`config.mk`:
```
export PLATFORM = sky130hd
export DESIGN_NAME = osc_sensor_config
export DESIGN_NICKNAME = d
export VERILOG_FILES = /design/src/include/osc_pkg.sv /design/src/design/osc_field_decode.sv /design/src/design/osc_sensor_config.sv
export VERILOG_INCLUDE_DIRS = /design/src /design/src/include
export SDC_FILE = /design/constraint.sdc
export NUM_CORES = 1
export LEC_CHECK = 0
export BUFFER_PORTS_ARGS = -buffer_cell sky130_fd_sc_hd__buf_2
export CORE_ASPECT_RATIO = 1.4
export CORE_MARGIN = 3
export CORE_UTILIZATION = 35
export CTS_CLUSTER_SIZE = 28
export DETAILED_ROUTE_END_ITERATION = 10
export PLACE_DENSITY = 0.8
export SETUP_SLACK_MARGIN = 0.4
export SLEW_MARGIN = 20
export SYNTH_ARGS = -nofsm -noshare
export SYNTH_HDL_FRONTEND = slang
export SYNTH_SLANG_ARGS = --single-unit
```
`constraint.sdc`:
```
create_clock -name pclk -period 1.9 [get_ports pclk]
set_input_delay 0.38 -clock pclk [delete_from_list [all_inputs] [get_ports pclk]]
set_output_delay 0.38 -clock pclk [all_outputs]
set_load 0.005 [all_outputs]
```
`src/include/osc_cfg.svh`:
```
// register offsets, field positions and reset values of the sensor configuration block
`ifndef OSC_CFG_SVH
`define OSC_CFG_SVH
`define OSC_REG_W 12
`define OSC_OFS_REGULATOR 12'h000
`define OSC_OFS_BOTTOM 12'h004
`define OSC_OFS_ADC_REF 12'h008
`define OSC_HI_EN 11
`define OSC_HI_CODE_MSB 10
`define OSC_HI_CODE_LSB 7
`define OSC_HI_BIAS 6
`define OSC_LO_EN 5
`define OSC_LO_CODE_MSB 4
`define OSC_LO_CODE_LSB 1
`define OSC_LO_BIAS 0
`define OSC_BOTTOM_MASK 12'h03f
`define OSC_RST_REGULATOR 12'h000
`define OSC_RST_BOTTOM 12'h000
`define OSC_RST_ADC_REF 3'h0
`define OSC_REF_W 3
`endif

```
`src/include/osc_pkg.sv`:
```
// types of the on-die sensor configuration block
package osc_pkg;
    // bias select: zero gives unit current, one gives fifteen times unit
    typedef enum logic {
        OSC_BIAS_UNIT = 1'b0,
        OSC_BIAS_X15 = 1'b1
    } osc_bias_t;

    typedef struct packed {
        logic enable;
        logic [3:0] rotation_code;
        osc_bias_t bias_select;
    } osc_sensor_t;

    typedef struct packed {
        logic [11:0] regulator_r;
        logic [11:0] bottom_r;
        logic [2:0] adc_ref_r;
        logic [31:0] prdata_r;
    } osc_state_t;
endpackage
```
`src/design/osc_field_decode.sv`:
```
// decode of one six-bit sensor field into its control outputs
`timescale 1ns/100ps
module osc_field_decode (
    input wire logic [5:0] field,
    output osc_pkg::osc_sensor_t sensor
);
    assign sensor.enable = field[5];
    assign sensor.rotation_code = field[4:1];
    assign sensor.bias_select = osc_pkg::osc_bias_t'(field[0]);
endmodule // osc_field_decode

```
`src/design/osc_sensor_config.sv`:
```
// apb register file driving the transistor sensor enables, codes and bias selects
`timescale 1ns/100ps
`include "osc_cfg.svh"

// What this block does
// - two 12-bit registers, regulator sensors and bottom-centre sensor.
// - regulator register bits 11, 10-7, 6 drive digital-regulator sensor.
// - regulator register bits 5, 4-1, 0 drive analog-regulator sensor.
// - bottom register uses bits 5, 4-1, 0 for its sensor.
// - bias select zero gives unit current, one fifteen times.
// - resistor sensors have no bits; only converter reference setting matters.
// - three transistor sensor locations, each enabled on its own.
// - three-bit converter reference select; non-default options serve resistor sensors.
module osc_sensor_config (
    input wire logic pclk,
    input wire logic presetn,
    input wire logic psel,
    input wire logic penable,
    input wire logic pwrite,
    input wire logic [11:0] paddr,
    input wire logic [31:0] pwdata,
    input wire logic [3:0] pstrb,
    output logic [31:0] prdata,
    output logic pready,
    output logic pslverr,
    output osc_pkg::osc_sensor_t digital_regulator_sensor,
    output osc_pkg::osc_sensor_t analog_regulator_sensor,
    output osc_pkg::osc_sensor_t bottom_centre_sensor,
    output logic [2:0] adc_reference_select
);
    osc_pkg::osc_state_t st_r;
    osc_pkg::osc_state_t st_nxt;
    logic access;
    logic hit_reg;
    logic hit_bot;
    logic hit_ref;
    logic mapped;

    assign access = psel & penable;
    assign hit_reg = (paddr == `OSC_OFS_REGULATOR);
    assign hit_bot = (paddr == `OSC_OFS_BOTTOM);
    assign hit_ref = (paddr == `OSC_OFS_ADC_REF);
    assign mapped = hit_reg | hit_bot | hit_ref;

    always_comb begin
        st_nxt = st_r;
        if (psel & ~penable) begin
            st_nxt.prdata_r = 32'h0000_0000;
            if (hit_reg) begin
                st_nxt.prdata_r = {20'h00000, st_r.regulator_r};
            end else if (hit_bot) begin
                st_nxt.prdata_r = {20'h00000, st_r.bottom_r & `OSC_BOTTOM_MASK};
            end else if (hit_ref) begin
                st_nxt.prdata_r = {29'h0000000, st_r.adc_ref_r};
            end
        end
        if (access & pwrite) begin
            if (hit_reg) begin
                if (pstrb[0]) begin
                    st_nxt.regulator_r[7:0] = pwdata[7:0];
                end
                if (pstrb[1]) begin
                    st_nxt.regulator_r[11:8] = pwdata[11:8];
                end
            end
            if (hit_bot && pstrb[0]) begin
                st_nxt.bottom_r = {6'h00, pwdata[5:0]};
            end
            if (hit_ref && pstrb[0]) begin
                st_nxt.adc_ref_r = pwdata[2:0];
            end
        end
    end

    always_ff @(posedge pclk or negedge presetn) begin
        if (!presetn) begin
            st_r.regulator_r <= `OSC_RST_REGULATOR;
            st_r.bottom_r <= `OSC_RST_BOTTOM;
            st_r.adc_ref_r <= `OSC_RST_ADC_REF;
            st_r.prdata_r <= 32'h0000_0000;
        end else begin
            st_r <= st_nxt;
        end
    end

    assign pready = 1'b1;
    assign pslverr = access & ~mapped;
    assign prdata = st_r.prdata_r;
    assign adc_reference_select = st_r.adc_ref_r;

    osc_field_decode u_dig (
        .field(st_r.regulator_r[`OSC_HI_EN:`OSC_HI_BIAS]),
        .sensor(digital_regulator_sensor)
    );
    osc_field_decode u_ana (
        .field(st_r.regulator_r[`OSC_LO_EN:`OSC_LO_BIAS]),
        .sensor(analog_regulator_sensor)
    );
    osc_field_decode u_bot (
        .field(st_r.bottom_r[`OSC_LO_EN:`OSC_LO_BIAS]),
        .sensor(bottom_centre_sensor)
    );
endmodule // osc_sensor_config

```
-- Yosys cells after proc, flatten, opt, wreduce, memory -nomap -nowiden
Index checks and enable logic that the tools add are counted.
- register bits after elaboration: 53
- logic and storage cells: 25
- output and inout port bits: 55
- mux-type cells: 3
- bitwise gates (word level): 8
- equality and inequality tests: 2
- reduce and logical (&&, ||, !) cells: 7
- operator list (cell ; count):
    12-bit by 3-bit equality test with 1-bit output (second input constant) ; 1
    12-bit by 4-bit equality test with 1-bit output (second input constant) ; 1
    12-bit logical NOT ; 1
    12-bit two-way mux ; 1
    6-bit two-way mux ; 1
    3-bit AND reduction ; 2
    1-bit AND ; 4
    2-bit AND reduction ; 2
    3-bit two-way mux ; 1
    1-bit logical AND ; 2
    1-bit inverter ; 2
    1-bit bitwise OR ; 2

-- Logic depth before layout (Yosys ltp)
- word-level depth: 5
- mapped depth: 6
- depth with buffers taken out: 4

-- By module
Synthesis repeated with hierarchy kept, for this count alone.
- cells, all modules: 178
- area total of the unflattened synthesis: 1880.6 um2
- by module, submodules not included (module ; instances ; seq. area each (um2) ; area an instance (um2) ; cells an instance):
    osc_sensor_config ; 1 ; 825.8 ; 1745.4 ; 160
    osc_field_decode ; 3 ; 0.0 ; 45.0 ; 6

-- Least setup slack after synthesis
OpenSTA, ideal clock, no wires.
- path type: input-to-reg
- start: input port paddr[5]
- end: register st_r[55] in the netlist's numbering
- arrival: 1.925 ns
- stages on the path: 5
- path buffers: 1
- data required time: 1.775 ns
- path slack: -0.150 ns
- cell sequence: or4_4 -> nor4_4 -> and3_1 -> buf_6 -> mux2_4
- word-level cells in the longest chain between the ends: 2
- ends and longest elaborated chain (item ; line ; RTL):
    start, declared ; osc_sensor_config.sv:20 ; input wire logic [11:0] paddr,
    12-bit logical NOT (no source line) ; - ;
    3-bit AND reduction (no source line) ; - ;
    end signal, assigned ; osc_sensor_config.sv:82 ; st_r <= st_nxt;
    end, declared ; osc_sensor_config.sv:31 ; osc_pkg::osc_state_t st_r;
No other way between the ends.
A chain may end at the register's enable or synchronous reset.

-- Worst setup path after layout
- start: input port paddr[5]
- end: output port pslverr
- word-level cells in the longest chain between the ends: 5
- elaborated cells between the ends (all ways): 7
- classes of those cells: eq/ne: 2; bitwise: 4; reduce/logical: 1
- ends and longest elaborated chain (item ; line ; RTL):
    12-bit by 3-bit equality test with 1-bit output (no source line) or 12-bit logical NOT (tied branches) ; - ;
    1-bit bitwise OR ; osc_sensor_config.sv:43 ; assign mapped = hit_reg | hit_bot | hit_ref;
    1-bit bitwise OR (*) ; osc_sensor_config.sv:43 ;
    1-bit inverter (*) ; osc_sensor_config.sv:87 ; assign pslverr = access & ~mapped;
    1-bit AND (*) ; osc_sensor_config.sv:87 ;
    end, declared ; osc_sensor_config.sv:25 ; output logic pslverr,
Mark *: on every way between the ends. The rest lies on a longest branch, timed or not.

==> summary.md <==
| Metric | Value |
|---|---|
| WP data required | 1520 ps |
| CP peak stage delay | 590 ps |
| Hold slack | 150 ps |
| FMAX | 0.551 GHz |
| Main flop type after synthesis | dfrtp_1 |
| Via/cell ratio | 4.60 |
| Core Area | 4380 sq um |
| Combinational group share of total power | 7.2% |
| Flip-flop and latch area | 826 sq um |
| RSZ-0062 raised after global routing | yes |
| Worst path slowest cell | or4_4 |
| Crit path kind | in -> out |
| Yosys warnings | 0 |
| Simple-gate share of the synthesized area | 14.9% |
| Largest area contributor in the netlist | dfrtp_1 |
| Slew Limit Fails | 0 |
| Synth top area cells | dfrtp_1 51%, mux2_2 12%, buf_4 9.7% |
| Register-to-Register Path Depth | 3 |
| Power Total | 1.48 mW |
| Area Overhead vs Synth | 37.0% |
| Ports | 108 |
| Max Cap Viol | 0 |
| Final period util | 95.5% |
| GRT Total Usage | 14.5% |
| Nature of the critical path endpoint | output pin |
| Nets | 272 |
| Leakage power | 1.26 nW |
| Final setup vio count | 0 |
| Share of cells above drive strength 1 | 50.9% |
| CP Cell Sequence | buf_6, or4_4, nor3_4, a21oi_1, buf_2 |
| Clk pwr share | 45.2% |
| Status | completed |
| Reg2reg end | prdata[0] |
| Pin count of the biggest net entering global routing | 34 |
| Syn Inst Count | 145 |
| Filler Cell Count | 410 |
| Seq pwr share | 47.5% |
| Top fanout value on the critical path | 4 |
| Sw Pwr | 0.306 mW |
| Via Count | 1287 |
| P per Cell Area | 661 nW/um^2 |
| Hold Buf Count CTS | 0 |
| Gpl congestion | 0.731 |
| Xor and xnor area share after synthesis | 0% |
| Fin Setup TNS | 0 ps |
| First-pass GRT wire length | 6320 um |
| Horiz. Die Dim | 63.7 um |
| Total clock buffers created by CTS | 5 |
| Clock Sinks | 33 |
| Main combinational cell family by area after synthesis | multiplexers |
| Total die area | 5530 sq um |
| Syn Area/Cell | 11.3 sq um |
| Reg clk slew, reported paths | 70 ps |
| Die H | 86.8 um |
| R2R Path Start | adc_reference_select[0] |
| Critical Path Start Type | input port |
| Count of cell types in the netlist | 28 |
| DRT iter0 DRCs | 36 |
| Sw frac | 20.7% |
| Post-synthesis sequential element count | 33 |
| Post-Syn Area | 1630 sq um |
| EDFF count, synth | 0 |
| Slew @ Worst Pin | 707 ps |
| ANT cells | 0 |
| Endpoints failing hold | 0 |
| DR pass1 iterations | 4 |
| Data arrival, critical path | 1440 ps |
| Final worst path period need | 1820 ps |
| Sequential share of the synthesized area | 50.6% |
| Proportion of synthesized area in mux cells | 17.2% |
| Starting Density | 37.3% |
| Clock latency on the worst-skew pair | 270 ps |
| Yosys top cell area share | 50.6% |
| Number of port buffers | 64 |
| Routed wire length | 3840 um |
| Synth Area in Adders | 0% |
| Ys async rst share | 100% |
| Post-DP HPWL | 2840 um |
| Rows | 28 |
| Routed wire length per instance | 13.7 um |
| Total gr overflow | 0 |
| Residual DRC | 0 |
| Worst min path class | in -> async |
| Int Power | 1.17 mW |
| Initial antenna violation count | 0 |
| VDD IR max | 506 uV |
| Compound-gate portion of the synthesized area | 5.21% |
| Routed Antenna Nets | 0 |
| Multi-input logic area | 783 sq um |
| R2r setup slk | 940 ps |
| TritonCTS clock tree | done |
| Vias in the first global route | 1348 |
| Setup Skew | 1.63 ps |
| Root buffer cell | clkbuf_8 |
| Slew Limit Headroom | 52.9% |
| H-tree level count | 2 |
| Clock buffer depth | 2 |
## metrics by stage
step | std cells | area (sq um) | util (%) | setup WS, ps
2_1_floorplan | 164 | 1710 | - | -142
3_3_place_gp | 269 | 1970 | 45.0 | -194
3_5_place_dp | 269 | 1970 | 45.0 | -212
4_1_cts | 279 | 2210 | 50.4 | 106
5_1_grt | 280 | 2240 | 51.1 | 72.0
6_report | 280 | 2240 | 51.1 | 84.6
## power by group through the flow
stage,Combinational (mW),Sequential (mW),Clock (mW)
CTS,0.105,0.703,0.691
global placement,0.0940,0.716,0
detailed placement,0.0958,0.716,0
global route,0.122,0.702,0.725
floorplan,0.0657,0.716,0
finish,0.107,0.703,0.669
## area by class of cell
type	count	share of cell area, %
Sequential cell	33	36.9
Clock buffer	7	3.86
Clock inverter	1	1.34
Multi-Input combinational cell	104	35.0
Timing Repair Buffer	74	19.4
Tap cell	60	3.36
Inverter	1	0.168
## worst max-delay path by stage
| stage | to | cells after the start | slack, ps | startpoint |
|---|---|---|---|---|
| after floorplan | st_r[55] | 5 | -140 | paddr[5] |
| after global placement | st_r[57] | 6 | -190 | paddr[5] |
| after detailed placement | st_r[36] | 6 | -210 | paddr[5] |
| after CTS | pslverr | 5 | 110 | paddr[10] |
| after global routing | pslverr | 5 | 70 | paddr[5] |
| final | pslverr | 5 | 80 | paddr[5] |
## worst max-delay path: cells and delay by family
| kind | cells | cell delay, ps |
|---|---|---|
| AO/OA/AOI/OAI | 1 | 90 |
| buffers and inverters | 2 | 220 |
| AND/OR/NAND/NOR | 2 | 740 |
## timing repair
item | 4_1_cts | 5_1_grt
gates resized for setup | 23 | 5
setup buffers | 2 | 1
pin swaps | 5 | 6
endpoints found under the setup margin | 25 | 31
## Yosys cell counts, drive strengths merged, types with 2 or more instances
master,number
nor4,2
o22ai,3
nor2,2
nand2,20
buf,24
mux2,21
o21ai,6
nand3,6
nor2b,2
or4,3
nor3,2
clkbuf,2
conb,2
a22o,3
mux2i,3
a21oi,2
dfrtp,33
and3,5
## registers in the layout, summed over array words and instances, names as in the netlist
name / count
prdata: 12
st_r: 18
adc_reference_select: 3
## placed cells by master (no fill, tap or decap), drive strengths merged
cell / netlist / layout
buf: 24 / 74
dfrtp: 33 / 33
conb: 2 / 21
mux2: 21 / 21
nand2: 20 / 20
clkbuf: 2 / 7
nand3: 6 / 6
o21ai: 6 / 6
and3: 5 / 5
mux2i: 3 / 3
o22ai: 3 / 3
a22o: 3 / 3
or4: 3 / 3
nor3: 2 / 2
a21oi: 2 / 2
nor2b: 2 / 2
nor4: 2 / 2
nor2: 2 / 2
nand2b: 1 / 1
or3: 1 / 1
inv: 1 / 1
nand4: 1 / 1
bufinv: 0 / 1
## cells by family after synthesis
family,after synthesis
other,2
and+or+nand+nor,45
AOI/OAI and AO/OA,14
muxes,24
DFF,33
buffers and inverters,27
## routing by layer
metal	track usage, %	part of all wire, %
met1	15.8	38
met3	3.37	5.6
met2	27.2	56
met4	4.72	0.36
met5	0	0
Power figures use the tool's default switching activity.
